## config.mk

```make
export PLATFORM = sky130hd
export DESIGN_NAME = clock_ctrl
export DESIGN_NICKNAME = d
export VERILOG_FILES = /design/src/rtl/clock_ctrl_pkg.sv /design/src/rtl/clock_ctrl.sv
export SDC_FILE = /design/constraint.sdc
export NUM_CORES = 1
export LEC_CHECK = 0
export ABC_CLOCK_PERIOD_IN_PS = 8330
export BUFFER_PORTS_ARGS = -buffer_cell sky130_fd_sc_hd__buf_2
export CAP_MARGIN = 20
export CORE_ASPECT_RATIO = 0.7
export CORE_UTILIZATION = 45
export DETAILED_ROUTE_END_ITERATION = 12
export HOLD_SLACK_MARGIN = 0.15
export PLACE_DENSITY = 0.69
export RECOVER_POWER = 100
export SYNTH_ARGS = -nofsm -noshare
export SYNTH_HDL_FRONTEND = slang
export SYNTH_SLANG_ARGS = --single-unit
```

## constraint.sdc

```tcl
create_clock -name sys_clk -period 8.33 [get_ports sys_clk]
set_clock_uncertainty 0.1 [all_clocks]
set_input_delay 0.4165 -clock sys_clk [delete_from_list [all_inputs] [get_ports sys_clk]]
set_output_delay 0.4165 -clock sys_clk [all_outputs]
set_load 0.005 [all_outputs]
```

## src/rtl/clock_ctrl_pkg.sv

```systemverilog
package clock_ctrl_pkg;
  // ----------------------------------------------------------------
  // Register map
  // ----------------------------------------------------------------
  localparam logic [7:0] REG_CLKSET   = 8'h32;
  localparam logic [7:0] REG_PRESCALE = 8'h33;
  localparam logic [7:0] REG_FTRIM    = 8'h34;
  localparam logic [7:0] REG_STRIM    = 8'h35;
  localparam logic [7:0] REG_TTRIM_A  = 8'h36;
  localparam logic [7:0] REG_TTRIM_B  = 8'h37;
  localparam logic [7:0] REG_FUSE     = 8'h38;
  localparam int SETTLED_BIT = 7;
  localparam int TRIGGER_BIT = 6;
  localparam int CLOCK_OUT_FUSE_BIT   = 5;
  localparam int SUT_BIT     = 4;
  // ----------------------------------------------------------------
  // Source codes and indices
  // ----------------------------------------------------------------
  localparam logic [3:0] SRC_EXT  = 4'h0;
  localparam logic [3:0] SRC_FAST = 4'h2;
  localparam logic [3:0] SRC_SLOW = 4'h4;
  localparam int IDX_EXT  = 0;
  localparam int IDX_FAST = 1;
  localparam int IDX_SLOW = 2;
  localparam int IDX_RES  = 3;
  localparam logic [3:0] PS_DIV1 = 4'h0;
  localparam logic [3:0] PS_DIV8 = 4'h3;
  localparam logic [3:0] PS_MAX  = 4'h8;
  // ----------------------------------------------------------------
  // Start-up counts in source clock cycles, reset delay in slow-oscillator ticks
  // ----------------------------------------------------------------
  localparam logic [15:0] CK_PD_SHORT  = 16'h0006;
  localparam logic [15:0] CK_RST_EXT   = 16'h0016;
  localparam logic [15:0] CK_RST_FAST  = 16'h0014;
  localparam logic [15:0] CK_RES_SUT0  = 16'h0112;
  localparam logic [15:0] CK_RES_SUT1  = 16'h0400;
  localparam int XTAL_STARTUP_CK = 16384;
  localparam int RESET_DELAY_MS  = 16;
  localparam int SLOW_OSC_KHZ    = 32;
  localparam int RESET_DELAY_TICKS = RESET_DELAY_MS * SLOW_OSC_KHZ;
  // ----------------------------------------------------------------
  // Types
  // ----------------------------------------------------------------
  typedef struct packed {
    logic [3:0] source_select;
    logic       startup_time;
    logic       clock_out;
    logic       div8;
  } fuse_s;
  typedef struct packed {
    logic [7:0] fast;
    logic [7:0] slow;
    logic [7:0] temp_a;
    logic [7:0] temp_b;
  } trim_s;
  typedef struct packed {
    logic [7:0] addr;
    logic [7:0] wdata;
    logic       wr;
    logic       rd;
  } bus_req_s;
  typedef enum logic [2:0] {
    ST_RST_DLY = 3'b000,
    ST_RST_CK  = 3'b001,
    ST_RUN     = 3'b010,
    ST_SLEEP   = 3'b011,
    ST_WAKE    = 3'b100
  } state_e;
endpackage

```

## src/rtl/clock_ctrl.sv

```systemverilog
// Operation
// [RQ1] Four sources: external, fast, slow, resonator
// [RQ2] Fuses load source select at reset
// [RQ3] Fuses readable only; select via register
// [RQ4] Source switch glitch free
// [RQ5] Wake counts start-up on selected source
// [RQ6] Reset adds slow-oscillator timed delay
// [RQ7] External clock steps only in reset
// [RQ8] Start-up bit picks delay length
// [RQ9] Reset loads fast trim calibration
// [RQ10] Fast trim rewritable any time
// [RQ11] Reset loads both temperature trims
// [RQ12] Reset loads slow trim calibration
// [RQ13] Slow oscillator stays on for watchdog
// [RQ14] Factory fuses: fast, longest, divide eight
// [RQ15] Prescaler divides all system clocks
// [RQ16] Prescale change glitch free, never faster
// [RQ17] Prescale counter on source, unreadable
// [RQ18] New divide after old plus new period
// [RQ19] Clock-out bit drives clock on pin
// [RQ20] Clock-out bit loaded from fuse
// [RQ21] No clock out during reset
// [RQ22] Pin carries divided clock, any source
// [RQ23] Source code map, top bit resonator
// [RQ24] Trigger switches now, else enable only
// [RQ25] Settled flag after start-up count
// [RQ26] Prescale codes 1 to 256, rest reserved
//
// The implementer's own choices: the address-and-strobe port and the register addresses.
module clock_ctrl
  import clock_ctrl_pkg::*;
#(
  parameter int XTAL_CK   = XTAL_STARTUP_CK,
  parameter int RST_TICKS = RESET_DELAY_TICKS
)(
  input  wire logic       sys_clk,
  input  wire logic       reset,
  input  wire bus_req_s   bus,
  output logic [7:0]      rdata,
  input  wire fuse_s      fuse,
  input  wire trim_s      factory_trim,
  input  wire logic       ext_clock_in,
  input  wire logic       fast_osc_clk,
  input  wire logic       slow_osc_clk,
  input  wire logic       resonator_in,
  input  wire logic       power_down,
  output trim_s           trim,
  output logic [3:0]      osc_enable,
  output logic            watchdog_tick,
  output logic            sys_clk_div,
  output logic            cpu_run,
  output logic            clock_out_pin,
  output logic            clock_out_active
);
  // Refuse start-up counts that the 16-bit counters cannot hold
  if (XTAL_CK < 1 || XTAL_CK > 65535 || RST_TICKS < 1 || RST_TICKS > 65535)
  begin : g_bad_count
    $error("start-up counts out of range");
  end
  localparam logic [15:0] XTAL_CNT = 16'(XTAL_CK);
  localparam logic [15:0] RST_CNT  = 16'(RST_TICKS);

  // ----------------------------------------------------------------
  // Helpers
  // ----------------------------------------------------------------
  function automatic logic [1:0] src_index(input logic [3:0] code);
    if (code[3])
      return 2'(IDX_RES);
    else if (code == SRC_FAST)
      return 2'(IDX_FAST);
    else if (code == SRC_SLOW)
      return 2'(IDX_SLOW);
    else
      return 2'(IDX_EXT);
  endfunction

  function automatic logic legal_src(input logic [3:0] code);
    return code[3] || code == SRC_EXT || code == SRC_FAST || code == SRC_SLOW;
  endfunction

  function automatic logic [15:0] startup_ck(input logic startup_time_select, input logic [3:0] code,
                                             input logic from_rst);
    if (code[3] && code[0])
      return XTAL_CNT;
    else if (code[3])
      return startup_time_select ? CK_RES_SUT1 : CK_RES_SUT0;
    else if (!from_rst)
      return CK_PD_SHORT;
    else
      return (code == SRC_FAST) ? CK_RST_FAST : CK_RST_EXT;
  endfunction

  // ----------------------------------------------------------------
  // Source synchronisers and edge detect
  // ----------------------------------------------------------------
  logic [3:0] src_meta;
  logic [3:0] src_sync;
  logic [3:0] src_last;
  logic [3:0] src_rise;
  logic [3:0] src_edge;

  // Two stages, then a third stage for edges
  always_ff @(posedge sys_clk)
  begin
    src_meta <= {resonator_in, slow_osc_clk, fast_osc_clk, ext_clock_in}; // see [RQ1]
    src_sync <= src_meta;
    src_last <= src_sync;
  end

  // Per-source edge strobes
  for (genvar g = 0; g < 4; g++)
  begin : g_edge
    assign src_rise[g] = src_sync[g] & ~src_last[g];
    assign src_edge[g] = src_sync[g] ^ src_last[g];
  end

  // ----------------------------------------------------------------
  // Register file
  // ----------------------------------------------------------------
  logic [3:0] src_sel;
  logic [3:0] src_active;
  logic [3:0] sw_code;
  logic       sw_pend;
  logic       startup_time_select;
  logic       clock_out_enable;
  logic       osc_settled;
  logic [15:0] settle_cnt;
  logic [3:0] ps_sel;
  logic       boundary;
  logic       settle_done;
  logic [3:0] next_src_sel;
  logic [3:0] next_sw_code;
  logic       next_sw_pend;
  logic       next_clock_out_fuse;
  logic       next_settled;
  logic [15:0] next_settle_cnt;
  logic [3:0] next_ps_sel;
  trim_s      next_trim;
  logic [7:0] next_rdata;
  logic       wr_clkset;
  logic       src_write;

  assign wr_clkset   = bus.wr && bus.addr == REG_CLKSET;
  assign src_write   = wr_clkset && legal_src(bus.wdata[3:0]);
  assign settle_done = settle_cnt >= startup_ck(startup_time_select, src_sel, 1'b0);

  // Next register values; a legal source write restarts settling
  always_comb
  begin
    next_src_sel    = src_sel;
    next_sw_code    = sw_code;
    next_sw_pend    = sw_pend && !boundary;
    next_clock_out_fuse      = clock_out_enable;
    next_ps_sel     = ps_sel;
    next_trim       = trim;
    next_settle_cnt = settle_cnt;
    if (!settle_done && src_rise[src_index(src_sel)])
      next_settle_cnt = settle_cnt + 16'h0001;
    if (wr_clkset)
    begin
      next_clock_out_fuse = bus.wdata[CLOCK_OUT_FUSE_BIT]; // see [RQ19]
      if (legal_src(bus.wdata[3:0])) // see [RQ23]
      begin
        next_src_sel    = bus.wdata[3:0]; // see [RQ3]
        next_settle_cnt = 16'h0000;
        if (bus.wdata[TRIGGER_BIT])
        begin
          next_sw_code = bus.wdata[3:0]; // see [RQ24]
          next_sw_pend = 1'b1;
        end
      end
    end
    next_settled = (settle_done || osc_settled) && !src_write; // see [RQ25]
    if (bus.wr && bus.addr == REG_PRESCALE && bus.wdata[3:0] <= PS_MAX)
      next_ps_sel = bus.wdata[3:0]; // see [RQ26]
    if (bus.wr && bus.addr == REG_FTRIM)
      next_trim.fast = bus.wdata; // see [RQ10]
    if (bus.wr && bus.addr == REG_STRIM)
      next_trim.slow = bus.wdata;
    if (bus.wr && bus.addr == REG_TTRIM_A)
      next_trim.temp_a = bus.wdata;
    if (bus.wr && bus.addr == REG_TTRIM_B)
      next_trim.temp_b = bus.wdata;
    next_rdata = 8'h00;
    if (bus.rd)
    begin
      unique case (bus.addr)
        REG_CLKSET:   next_rdata = {osc_settled, 1'b0, clock_out_enable, startup_time_select, src_sel};
        REG_PRESCALE: next_rdata = {4'h0, ps_sel}; // see [RQ17]
        REG_FTRIM:    next_rdata = trim.fast;
        REG_STRIM:    next_rdata = trim.slow;
        REG_TTRIM_A:  next_rdata = trim.temp_a;
        REG_TTRIM_B:  next_rdata = trim.temp_b;
        REG_FUSE:     next_rdata = {1'b0, fuse.div8, fuse.clock_out, fuse.startup_time,
                                    fuse.source_select}; // see [RQ3]
        default:      next_rdata = 8'h00;
      endcase
    end
  end

  // Register update, fuses and factory trims loaded in reset
  always_ff @(posedge sys_clk)
  begin
    if (reset)
    begin
      src_sel          <= fuse.source_select; // see [RQ2]
      sw_code          <= fuse.source_select;
      sw_pend          <= 1'b0;
      startup_time_select              <= fuse.startup_time; // see [RQ8]
      clock_out_enable <= fuse.clock_out; // see [RQ20]
      ps_sel           <= fuse.div8 ? PS_DIV8 : PS_DIV1; // see [RQ14]
      trim             <= factory_trim; // see [RQ9] [RQ11] [RQ12]
      osc_settled      <= 1'b0;
      settle_cnt       <= 16'h0000;
      rdata            <= 8'h00;
    end
    else
    begin
      src_sel          <= next_src_sel;
      sw_code          <= next_sw_code;
      sw_pend          <= next_sw_pend;
      clock_out_enable <= next_clock_out_fuse;
      ps_sel           <= next_ps_sel;
      trim             <= next_trim;
      osc_settled      <= next_settled;
      settle_cnt       <= next_settle_cnt;
      rdata            <= next_rdata;
    end
  end

  // ----------------------------------------------------------------
  // Prescaler and source multiplexer
  // ----------------------------------------------------------------
  logic [3:0] div_code;
  logic [7:0] edge_cnt;
  logic       div_clk;
  logic [8:0] half_edges;
  logic       act_edge;
  logic [3:0] next_div_code;
  logic [3:0] next_src_active;
  logic [7:0] next_edge_cnt;
  logic       next_div_clk;
  logic       sw_hold;
  logic       next_sw_hold;
  logic       act_fall;

  assign half_edges = 9'h001 << div_code;
  // After a switch, edges count only from the new source's first fall
  assign act_fall   = src_edge[src_index(src_active)] && !src_rise[src_index(src_active)];
  assign act_edge   = src_edge[src_index(src_active)] && !sw_hold; // see [RQ15]
  assign boundary   = act_edge && div_clk && {1'b0, edge_cnt} == half_edges - 9'h001;

  // Count source edges; selections change only at a period end
  always_comb
  begin
    next_div_code   = div_code;
    next_src_active = src_active;
    next_edge_cnt   = edge_cnt;
    next_div_clk    = div_clk;
    next_sw_hold    = sw_hold && !act_fall;
    if (act_edge)
    begin
      if ({1'b0, edge_cnt} == half_edges - 9'h001)
      begin
        next_edge_cnt = 8'h00;
        next_div_clk  = ~div_clk;
      end
      else
        next_edge_cnt = edge_cnt + 8'h01; // see [RQ17]
    end
    if (boundary)
    begin
      next_div_code = ps_sel; // see [RQ16] [RQ18]
      if (sw_pend)
      begin
        next_src_active = sw_code; // see [RQ4]
        next_sw_hold    = 1'b1;
      end
    end
  end

  // Prescaler state
  always_ff @(posedge sys_clk)
  begin
    if (reset)
    begin
      div_code   <= fuse.div8 ? PS_DIV8 : PS_DIV1;
      src_active <= fuse.source_select; // see [RQ7]
      edge_cnt   <= 8'h00;
      div_clk    <= 1'b0;
      sw_hold    <= 1'b0;
    end
    else
    begin
      div_code   <= next_div_code;
      src_active <= next_src_active;
      edge_cnt   <= next_edge_cnt;
      div_clk    <= next_div_clk;
      sw_hold    <= next_sw_hold;
    end
  end

  // ----------------------------------------------------------------
  // Start-up sequencer
  // ----------------------------------------------------------------
  state_e      state;
  state_e      next_state;
  logic [15:0] su_cnt;
  logic [15:0] next_su_cnt;
  logic        act_rise;

  assign act_rise = src_rise[src_index(src_active)];

  // Reset delay on slow ticks, then source cycles; wake on source
  always_comb
  begin
    next_state  = state;
    next_su_cnt = su_cnt;
    unique case (state)
      ST_RST_DLY:
      begin
        if (src_rise[IDX_SLOW])
          next_su_cnt = su_cnt + 16'h0001; // see [RQ6]
        if (su_cnt >= RST_CNT)
        begin
          next_state  = ST_RST_CK;
          next_su_cnt = 16'h0000;
        end
      end
      ST_RST_CK, ST_WAKE:
      begin
        if (act_rise)
          next_su_cnt = su_cnt + 16'h0001;
        if (su_cnt >= startup_ck(startup_time_select, src_active, state == ST_RST_CK)) // see [RQ5] [RQ8]
        begin
          next_state  = ST_RUN;
          next_su_cnt = 16'h0000;
        end
      end
      ST_RUN:
        if (power_down)
          next_state = ST_SLEEP;
      ST_SLEEP:
        if (!power_down)
        begin
          next_state  = ST_WAKE;
          next_su_cnt = 16'h0000;
        end
      default:
      begin
        next_state  = ST_RST_DLY;
        next_su_cnt = 16'h0000;
      end
    endcase
  end

  // Sequencer state
  always_ff @(posedge sys_clk)
  begin
    if (reset)
    begin
      state  <= ST_RST_DLY;
      su_cnt <= 16'h0000;
    end
    else
    begin
      state  <= next_state;
      su_cnt <= next_su_cnt;
    end
  end

  // ----------------------------------------------------------------
  // Output flops
  // ----------------------------------------------------------------
  logic [3:0] next_osc_en;

  // Slow oscillator kept on outside reset, plus requested and active sources
  always_comb
  begin
    next_osc_en = 4'h0;
    next_osc_en[IDX_SLOW] = 1'b1; // see [RQ13]
    next_osc_en[src_index(src_sel)] = 1'b1;
    next_osc_en[src_index(src_active)] = 1'b1;
  end

  always_ff @(posedge sys_clk)
  begin
    if (reset)
    begin
      osc_enable       <= 4'h0;
      watchdog_tick    <= 1'b0;
      sys_clk_div      <= 1'b0;
      cpu_run          <= 1'b0;
      clock_out_pin    <= 1'b0; // see [RQ21]
      clock_out_active <= 1'b0;
    end
    else
    begin
      osc_enable       <= next_osc_en;
      watchdog_tick    <= src_rise[IDX_SLOW];
      sys_clk_div      <= div_clk;
      cpu_run          <= state == ST_RUN;
      clock_out_pin    <= div_clk && clock_out_enable; // see [RQ22]
      clock_out_active <= clock_out_enable; // see [RQ19]
    end
  end
endmodule // clock_ctrl

```

Yosys cells after proc, flatten, opt, wreduce, memory -nomap -nowiden:

Cells that the tools add are included.

* add/sub/neg operators: 4
* $lt $le $gt $ge: 8
* eq/ne operators: 24
* shift operators: 1
* muxes and demuxes: 67
* bitwise operators: 16
* reductions and logical operators: 51

Operators by type and width (count)
* 16-bit two-way mux: 9
* 16-bit one-hot mux with 4 select lines: 1
* 8-bit by 6-bit equality test with 1-bit output (second input constant): 7
* 4-bit two-way mux: 14
* 8-bit one-hot mux with 7 select lines: 1
* 8-bit two-way mux: 5
* 11-bit two-way mux: 3
* 16-bit by 1-bit adder with 16-bit output (second input constant): 2
* 16-bit greater-or-equal comparator: 2
* 32-bit two-way mux: 1
* 15-bit two-way mux: 2
* 1-bit logical AND: 21
* 2-bit nonzero test: 10
* 16-bit by 10-bit greater-or-equal comparator with 1-bit output (second input constant): 1
* 2-bit two-way mux: 8
* 4-bit by 2-bit equality test with 1-bit output (second input constant): 3
* 4-bit by 3-bit equality test with 1-bit output (second input constant): 3
* 1-bit two-way mux: 12
* 3-bit two-way mux: 4
* 3-bit one-hot mux with 4 select lines: 1
* 8-bit by 9-bit equality test with 1-bit output: 1
* 1-bit by 4-bit << shifter with 9-bit output (first input constant): 1
* 9-bit by 1-bit subtractor with 9-bit output (second input constant): 1
* 8-bit by 1-bit adder with 8-bit output (second input constant): 1
* other kinds (23): 57

* bits in registers: 130
* input bits: 64
* output and inout bits: 49
* logic and storage cells: 200

Longest topological paths before layout:

Gate-level depths: netlist of run 1.

* depth in word-level cells: 14
* mapped depth: 14
* gate-level depth less buffers: 11

Worst setup path after synthesis of run 1:

OpenSTA, ideal clock, no wires.

* kind: register to register
* start point: register src_active[3]
* end point: register su_cnt[15]
* setup time: 0.067 ns
* arrival: 3.148 ns
* required time: 8.163 ns
* path slack: 5.016 ns
* cell stages (with the launch flop): 13
* path buffers: 1
* period minus slack after synthesis: 3.314 ns
* cell sequence: edfxtp_1 clkbuf_1 inv_1 or3_1 o21a_1 ha_1 or4b_4 o31ai_4 a2111oi_4 o21bai_4 nand2_2 or4_4 a21oi_2

* cells in the longest elaborated chain, start to end: 9
* elaborated cells on any way between the ends: 18
* those cells by class: order compare (1); eq/ne (3); mux (12); reduce/logical (2)

RTL lines
* from (decl): RTL line clock_ctrl.sv:121 `logic [3:0] src_active;`
* from (signal assigned): RTL line clock_ctrl.sv:288 `src_active <= fuse.source_select;`
* from (signal assigned): RTL line clock_ctrl.sv:296 `src_active <= next_src_active;`
* 4-bit by 2-bit equality test with 1-bit output: RTL line clock_ctrl.sv:69, clock_ctrl.sv:90
* 2-bit two-way mux: RTL line clock_ctrl.sv:90 `return (code == SRC_FAST) ? CK_RST_FAST : CK_RST_EXT;`
* 5-bit two-way mux: RTL line clock_ctrl.sv:87 `else if (!from_rst)`
* 11-bit two-way mux: RTL line clock_ctrl.sv:85 `else if (code[3])`
* 15-bit two-way mux: RTL line clock_ctrl.sv:83 `if (code[3] && code[0])`
* 16-bit two-way mux: RTL line clock_ctrl.sv:319 `unique case (state)`
* 16-bit greater-or-equal comparator: RTL line clock_ctrl.sv:334 `if (su_cnt >= startup_ck(startup_time_select, src_active, state == ST_RST_CK))`
* 3-bit != test (no source line) or 16-bit two-way mux (tied branches)
* 4-bit AND reduction (no source line) or 16-bit one-hot mux with 4 select lines (tied branches)
* to (signal assigned): RTL line clock_ctrl.sv:368 `su_cnt <= next_su_cnt;`
* to (decl): RTL line clock_ctrl.sv:308 `logic [15:0] su_cnt;`

Several ways; a longest one is shown, not always the timed one. The select of a mux whose other input is x is not followed.
A chain may end at the register's enable or synchronous reset.

Final worst setup path of run 1:

* start point: input reset
* end point: register trim[1] in the netlist's numbering (enable)

* cells in the longest elaborated chain, start to end: 1

RTL lines
* from (decl): RTL line clock_ctrl.sv:37 `input wire logic reset,`
* 2-bit nonzero test (no source line)
* to (signal assigned): RTL line clock_ctrl.sv:212 `trim <= factory_trim;`
* to (signal assigned): RTL line clock_ctrl.sv:224 `trim <= next_trim;`
* to (decl): RTL line clock_ctrl.sv:47 `output trim_s trim,`

Every way passes these cells.

==> metrics.md, run 1 <==
| Metric | Value |
|---|---|
| Outcome | finished with violations |
| Violated checks | capacitance limit, slew limit |
| Non-filler cells, final | 1,001 |
| Core area | 14,000 um^2 |
| Antenna diodes | 0 |
| Largest cells by area after synthesis | edfxtp_1, dfxtp_1, nand2_1 |
| Pwr Density | 222 nW/um^2 |
| Hold Startpoint | fuse[0] |
| Clock Pin Slew Worst Setup and Hold Paths | 0.06 ns |
| Seq/Total Area, Yosys | between 40% and 50% |
| Number of synthesized flops with an enable pin | 54 |
| Antenna violations before repair | 0 |
| #FFs+latches synth | between 100 and 150 |
| Avg Inst Size Synth | 9.38 um^2 |
| All-Layer GR Usage | 22.1% |
| First-pass GRT wire length | 25,600 um |
| Layout cells sized above 1 | 16.2% |
| Post-route cell area | between 7000 and 8000 um^2 |
| Root buf cell | clkbuf_16 |
| # Post-CTS Setup Buffers | 0 |
| Syn_nets | 775 |
| FP Rows | 36 |
| Sequential cell area | 3140 um^2 |
| Worst r2r src | src_active[3]$_DFFE_PP_ |
| Die W | 145 um |
| Type of the most critical hold path | in2reg |
| Hold_ws | 0.163 ns |
| Clk_lat worst skew | slightly above 0.4 ns |
| Min-Delay Path Depth | 3 |
| Drt initial violations | 394 |
| RSZ-0062 raised after global routing | false |
| Layout area overhead | 19.2% |
| Clock sink total | between 100 and 150 |
| Clk buf depth | 2 |
| Hpwl dp | 11,500 um |
| Min cycle time layout | 4.78 ns |
| Async set or reset register ratio after synthesis | 0% |
| RR Endpoint | su_cnt[14]$_SDFFE_PP0P_ |
| WL/cell | 16.3 um |
| Arrival @ worst endpoint | around 4.7 ns |
| CTS buffer count | 17 |
| Port Buffers | 112 |
| Vias in the first global route | 4,997 |
| Die Footprint | 14,900 um^2 |
| GPL Wtd Cong | 0.869 |
| Adder-cell share of the synthesized area | 4.06% |
| Most frequent cells after synthesis | nand2_1, dfxtp_1, nor2_1 |
| DR vias/cell | 5.52 |
| Final Hold Fails | 0 |
| Yosys top cell by area | edfxtp_1 |
| Cell Area, Placed | a little over 7000 um^2 |
| PostCTS Resize Cnt | 0 |
| Htree depth | 4 |
| CP required | 8.24 ns |
| Critical path capture point type | flip-flop |
| Final worst path period share | 57.4% |
| Max Fclk | 0.209 GHz |
| Synthesis Warnings | 0 |
| Largest net degree at the start of global routing | 66 |
| Library cells used by synthesis | 67 |
| First-pass DRT Iterations | 5 |
| Least-Margin Pin Slew | 2.77 ns |
| Hold buffer count at CTS | 5 |
| Placed cells | 963 |
| Simple-gate area share of the yosys netlist | 24.9% |
| Max-Cap Viols | 2 |
| Worst R2R Setup Slack | 4.22 ns |
| ANT nets after route | 0 |
| Initial Util | 46.3% |
| Hold EP | rdata[6]$_SDFF_PP0_ |
| Worst Path Max Fanout | 65 |
| Final wirelength | ~16,000 um |
| Main flop type after synthesis | dfxtp_1 |
| Cell with the most instances after synthesis | nand2_1 |
| Mapped Cells | 690 |
| CTS tree | yes |
| Io pins | ~110 |
| Peak VDD IR | 0.142 mV |
| Vias after detailed routing | 5,526 |
| Main combinational cell family by area after synthesis | simple AND/OR/NAND/NOR gates |
| Post-synth top area share | 25.1% |
| Rel. slew slack | -84.8% |
| Slew Viols, Final | 75 |
| Setup tns final | 0 ns |
| CP Class | in2reg |
| Layout fillers | 1,277 |
| Mux cell area share after synthesis | 3.04% |
| Final setup fails | 0 |
| Post-Synth XOR/XNOR Area | 4.74% |
| Worst r2r path cells | 10 |
| Cell area after synthesis | 6470 um^2 |
| Die height | 102 um |
| DRC violations left | 0 |
| Synth Area in Compound Gates | 11.1% |
| P_leak | 0.00314 uW |
| Final #Nets | 883 |
| Area of the multi-input gates | 3070 um^2 |
| Startpoint types | primary input |
| Gr ovfl total | 0 |
-- worst max path at each step --
stage                                 start                       to  slack, ns  cells after the start
global route                          reset        trim[1]$_DFFE_PP_       3.11                      4
global placement    src_active[3]$_DFFE_PP_  su_cnt[15]$_SDFFE_PP0P_       4.85                     11
floorplan           src_active[3]$_DFFE_PP_  su_cnt[15]$_SDFFE_PP0P_       5.02                     12
detailed placement  src_active[3]$_DFFE_PP_  su_cnt[15]$_SDFFE_PP0P_       4.74                     11
finish                                reset        trim[1]$_DFFE_PP_       3.55                      4
CTS                 src_active[3]$_DFFE_PP_  su_cnt[15]$_SDFFE_PP0P_       4.71                     11
-- sequential cells by signal, summed over array words and instances, names as in the netlist, 3 cells and up --
register	cells
osc_enable	4
sw_code	4
src_sync	4
src_active	4
div_code	4
settle_cnt	16
state	3
src_sel	4
rdata	8
su_cnt	16
edge_cnt	8
trim	32
ps_sel	4
src_last	4
src_meta	4
-- per-stage QoR --
step | worst slack [ns] | utilization, % | total power (uW)
CTS | 4.71 | 55.9 | 1730
global route | 3.11 | 55.3 | 1790
floorplan | 5.02 | - | 921
global placement | 4.85 | 51.4 | 994
detailed placement | 4.74 | 51.4 | 1000
finish | 3.55 | 55.3 | 1720
-- power breakdown --
part           switching [uW]  internal [uW]
combinational             139           96.4
sequential               42.5            710
clock                     286            442
-- cell usage in the layout, fill, tap and decap left out, types with 5 or more instances in the layout --
master and n:
clkbuf_1 42, ha_1 21, nand3_1 25, nor2_1 69, buf_2 74, mux2i_1 5
nand4_1 7, dfxtp_1 76, nor4_1 13, dlygate4sd3_1 5, xor2_1 17, edfxtp_1 54
nand3b_1 5, a22oi_1 6, nand2b_1 7, nor3_1 7, nand2_1 136, and3_1 12
nor2b_1 8, a21oi_1 25, a31oi_1 6, o21ai_0 23, inv_1 25, nor3b_1 9
xnor2_1 18, mux2_2 5, clkbuf_16 17
-- kinds of logic after synthesis --
kind of cell / after synthesis
XOR/XNOR: 35
flip-flops: 130
AND/OR/NAND/NOR: 330
AO/OA/AOI/OAI: 101
buffers and inverters: 59
multiplexers: 14
adder cells (fa/ha/maj): 21
-- layer usage --
| layer | track usage, % | wire length [um] |
|---|---|---|
| met2 | 33.4 | 7380 |
| met4 | 8.74 | 231 |
| met1 | 31.4 | 7620 |
| met5 | 0 | 0 |
| met3 | 4.42 | 1100 |
-- final cells by class --
| type | count | area share, % |
|---|---|---|
| inverters | 25 | 1.22 |
| repair buffers | 123 | 7.69 |
| multi-input cells | 501 | 39.7 |
| clock inverters | 15 | 2.03 |
| clock buffers | 17 | 5.51 |
| flip-flops and latches | 130 | 40.7 |
| well taps | 190 | 3.08 |
-- critical path: stages --
cell and delay [ns]:
buf_2 0.07, clkbuf_1 1.95, inv_1 1.26, o21ai_0 0.98
(Power assumes the default switching activity.)
==> run 2: changes to the inputs <==
- ABC_AREA: default -> 1
- ABC_CLOCK_PERIOD_IN_PS: 8330 -> 3950
- PLACE_DENSITY: 0.69 -> 0.71
- clock period: 8.33 -> 3.95 ns (I/O delays scaled with it)
==> run 2 against run 1 <==
  * The flow finishes with violations (DRC, capacitance limit, slew limit)
  * Die area increased by 9.8%
  * Register-to-register slack got worse by 3.3 ns
  * Utilization increased by 2.9 points
  * Sequential share of layout area decreased by 5.8 points
  * Synthesized cell count increased by 42%
  * Highest routed layer unchanged
==> metrics.md, run 2 <==
| Metric | Value |
|---|---|
| Die Footprint | 16,300 um^2 (was 14,900 um^2) |
| Synthesis Warnings | 0 (unchanged) |
| Worst Path Max Fanout | 38 (was 65) |
| Pwr Density | 542 nW/um^2 (was 222 nW/um^2) |
| Die W | 152 um (was 145 um) |
| #FFs+latches synth | 130 (unchanged) |
| Root buf cell | clkbuf_16 (unchanged) |
| Outcome | finished with violations (unchanged) |
| Vias after detailed routing | 6,850 (was 5,526) |
| Biggest register | trim (unchanged) |
| Critical path capture point type | flip-flop (unchanged) |
| Antenna diodes | 0 (unchanged) |
| Final worst path period share | 80.3% |
| Final #Nets | 1,240 (was 883) |
| Worst r2r src | div_code[0]$_DFFE_PP_ (was src_active[3]$_DFFE_PP_) |
| Clk_lat worst skew | 0.42 ns (was 0.41 ns) |
| Clock Pin Slew Worst Setup and Hold Paths | 0.05 ns (was 0.06 ns) |
| Setup tns final | 0 ns (unchanged) |
| Async set or reset register ratio after synthesis | 0% (unchanged) |
| Main combinational cell family by area after synthesis | simple AND/OR/NAND/NOR gates (unchanged) |
| Rel. slew slack | -14.7% (was -84.8%) |
| Cell area after synthesis | 7120 um^2 (was 6470 um^2) |
| Library cells used by synthesis | 40 (was 67) |
| Htree depth | 4 (unchanged) |
| Final setup fails | 0 (unchanged) |
| Final wirelength | 18,600 um (was 16,300 um) |
| Syn_nets | 1,062 (was 775) |
| Simple-gate area share of the yosys netlist | 33.0% (was 24.9%) |
| All-Layer GR Usage | 23.2% (was 22.1%) |
| Antenna violations before repair | 0 (unchanged) |
| Largest cells by area after synthesis | edfxtp_1, dfxtp_1, nand2_1 (unchanged) |
| Number of synthesized flops with an enable pin | 54 (unchanged) |
| Yosys top cell by area | edfxtp_1 (unchanged) |
| Worst r2r path cells | 14 (was 10) |
| Port Buffers | 112 (unchanged) |
| Post-synth top area share | 22.8% (was 25.1%) |
| P_leak | 0.00428 uW (was 0.00314 uW) |
| RR Endpoint | src_active[3]$_DFFE_PP_ (was su_cnt[14]$_SDFFE_PP0P_) |
| Io pins | 113 (unchanged) |
| Post-Synth XOR/XNOR Area | 4.06% (was 4.74%) |
| CTS buffer count | 17 (unchanged) |
| Clock sink total | 130 (unchanged) |
| FP Rows | 38 (was 36) |
| Core area | 15,500 um^2 (was 14,000 um^2) |
| Gr ovfl total | 0 (unchanged) |
| Drt initial violations | 510 (was 394) |
| Avg Inst Size Synth | 7.29 um^2 (was 9.38 um^2) |
| Peak VDD IR | 0.286 mV (was 0.142 mV) |
| Layout fillers | 1,397 (was 1,277) |
| WL/cell | 13.6 um (was 16.3 um) |
| Hold buffer count at CTS | 63 (was 5) |
| Cell Area, Placed | 7860 um^2 (was 7170 um^2) |
| Post-route cell area | 8990 um^2 (was 7710 um^2) |
| Synth Area in Compound Gates | 6.75% (was 11.1%) |
| Max-Cap Viols | 1 (was 2) |
| Main flop type after synthesis | dfxtp_1 (unchanged) |
| # Post-CTS Setup Buffers | 0 (unchanged) |
| Layout area overhead | 26.3% (was 19.2%) |
| Vias in the first global route | 6,187 (was 4,997) |
| Clk buf depth | 2 (unchanged) |
| Slew Viols, Final | 39 (was 75) |
| Min-Delay Path Depth | 3 (unchanged) |
| Die height | 107 um (was 102 um) |
| Top flop regs | trim (32), settle_cnt (16), su_cnt (16) (unchanged) |
| Violated checks | DRC, capacitance limit, slew limit (was capacitance limit, slew limit) |
| Min cycle time layout | between 3 and 4 ns |
| Mux cell area share after synthesis | 0% (was 3.04%) |
| Hpwl dp | 12,900 um (was 11,500 um) |
| Mapped Cells | 977 (was 690) |
| CP required | 3.89 ns (was 8.24 ns) |
| DRC violations left | 3 (was 0) |
| CTS tree | yes (unchanged) |
| Hold EP | src_active[3]$_DFFE_PP_ (was rdata[6]$_SDFF_PP0_) |
| First-pass DRT Iterations | 9 (was 5) |
| Cell with the most instances after synthesis | nand2_1 (unchanged) |
| Layout cells sized above 1 | 11.7% (was 16.2%) |
| Commonest non-fill, non-tap cell in the layout | nand2_1 (unchanged) |
| Max reg flops | 32 (unchanged) |
| Least-Margin Pin Slew | 1.72 ns (was 2.77 ns) |
| First-pass GRT wire length | 30,100 um (was 25,600 um) |
| Most frequent cells after synthesis | nand2_1, nor2_1, inv_1 (was nand2_1, dfxtp_1, nor2_1) |
| Hold Startpoint | fuse[6] (was fuse[0]) |
| Type of the most critical hold path | in2reg (unchanged) |
| Seq/Total Area, Yosys | 44.2% (was 48.6%) |
| Final Hold Fails | 0 (unchanged) |
| Worst R2R Setup Slack | 0.93 ns (was 4.22 ns) |
| Commonest non-fill, non-tap cells in the layout | nand2_1, nor2_1, inv_1 (was nand2_1, dfxtp_1, buf_2) |
| CP Class | in2reg (unchanged) |
| DR vias/cell | 5.01 (was 5.52) |
| GPL Wtd Cong | 0.886 (was 0.869) |
| Startpoint types | primary input (unchanged) |
| Crit path launch | reset (unchanged) |
| PostCTS Resize Cnt | 0 (unchanged) |
| ANT nets after route | 0 (unchanged) |
| Adder-cell share of the synthesized area | 3.69% (was 4.06%) |
| Max Fclk | ~0.32 GHz |
| Arrival @ worst endpoint | 3.11 ns (was 4.70 ns) |
| Largest net degree at the start of global routing | 44 (was 66) |
| Initial Util | 46.1% (was 46.3%) |
| RSZ-0062 raised after global routing | false (unchanged) |
-- run 2: changes by cell type in the layout (fill, tap and decap cells not counted), moves of 12 or more --
cell,previous run,this run
dlygate4sd3_1,5,63
nand3_1,25,64
and3_1,12,0
nor2_1,69,138
nand2_1,136,294
xnor2_1,18,0
o21ai_1,0,16
xor2_1,17,33
inv_1,25,115
nor3_1,7,20
-- run 2: cells by family after synthesis --
kind of cell    after synthesis
simple gates                554
buf+inv                     151
flops                       130
compound gates               88
xor+xnor                     33
fa+ha+maj                    21
-- run 2: per-layer routing --
metal	GRT usage [%]	wire, um	up-vias
li1	-	-	3477
met1	33.5	9110	3066
met2	34.5	7830	273
met3	4.37	1340	34
met4	7.80	291	0
met5	0	0	-
-- run 2: layout make-up --
class / count / area [um^2] / area share (%)
clock inverter: 15 / 156 / 1.74
sequential: 130 / 3140 / 35.0
tap: 200 / 250 / 2.78
clock buffer: 17 / 425 / 4.73
multi-input combinational: 696 / 3350 / 37.3
inverter: 128 / 480 / 5.34
timing repair buffer: 182 / 1180 / 13.2
-- run 2: worst max-delay path by stage --
stage | end | slack [ns] | depth (start not counted)
6_report | src_sel[0]$_DFFE_PP_ | 0.78 | 4
5_1_grt | src_sel[0]$_DFFE_PP_ | 0.51 | 4
4_1_cts | src_active[3]$_DFFE_PP_ | 1.22 | 14
3_5_place_dp | src_active[3]$_DFFE_PP_ | 1.23 | 14
3_3_place_gp | src_active[3]$_DFFE_PP_ | 1.23 | 14
2_1_floorplan | src_active[0]$_DFFE_PP_ | 1.46 | 14
-- run 2: stage by stage --
stage,util [%],instances,total power (uW),setup WS [ns],hold WS (ns)
final,58.2,1368,4870,0.778,0.172
after global routing,58.2,1368,5210,0.512,0.201
after floorplan,-,977,2980,1.46,0.125
after global placement,50.9,1272,3270,1.23,0.202
after detailed placement,50.9,1272,3300,1.23,0.201
after CTS,58.7,1367,4900,1.22,0.165
-- run 2: report_power, final --
part           total [uW]  switching, uW  internal (uW)
Sequential           1790            190           1600
Clock                1550            616            932
Combinational        1530            968            565
-- run 2: critical path, cell delays in order --
cell	delay, ns
clkbuf_1	0.70
clkbuf_1	1.30
nor2_1	0.27
inv_1	0.63
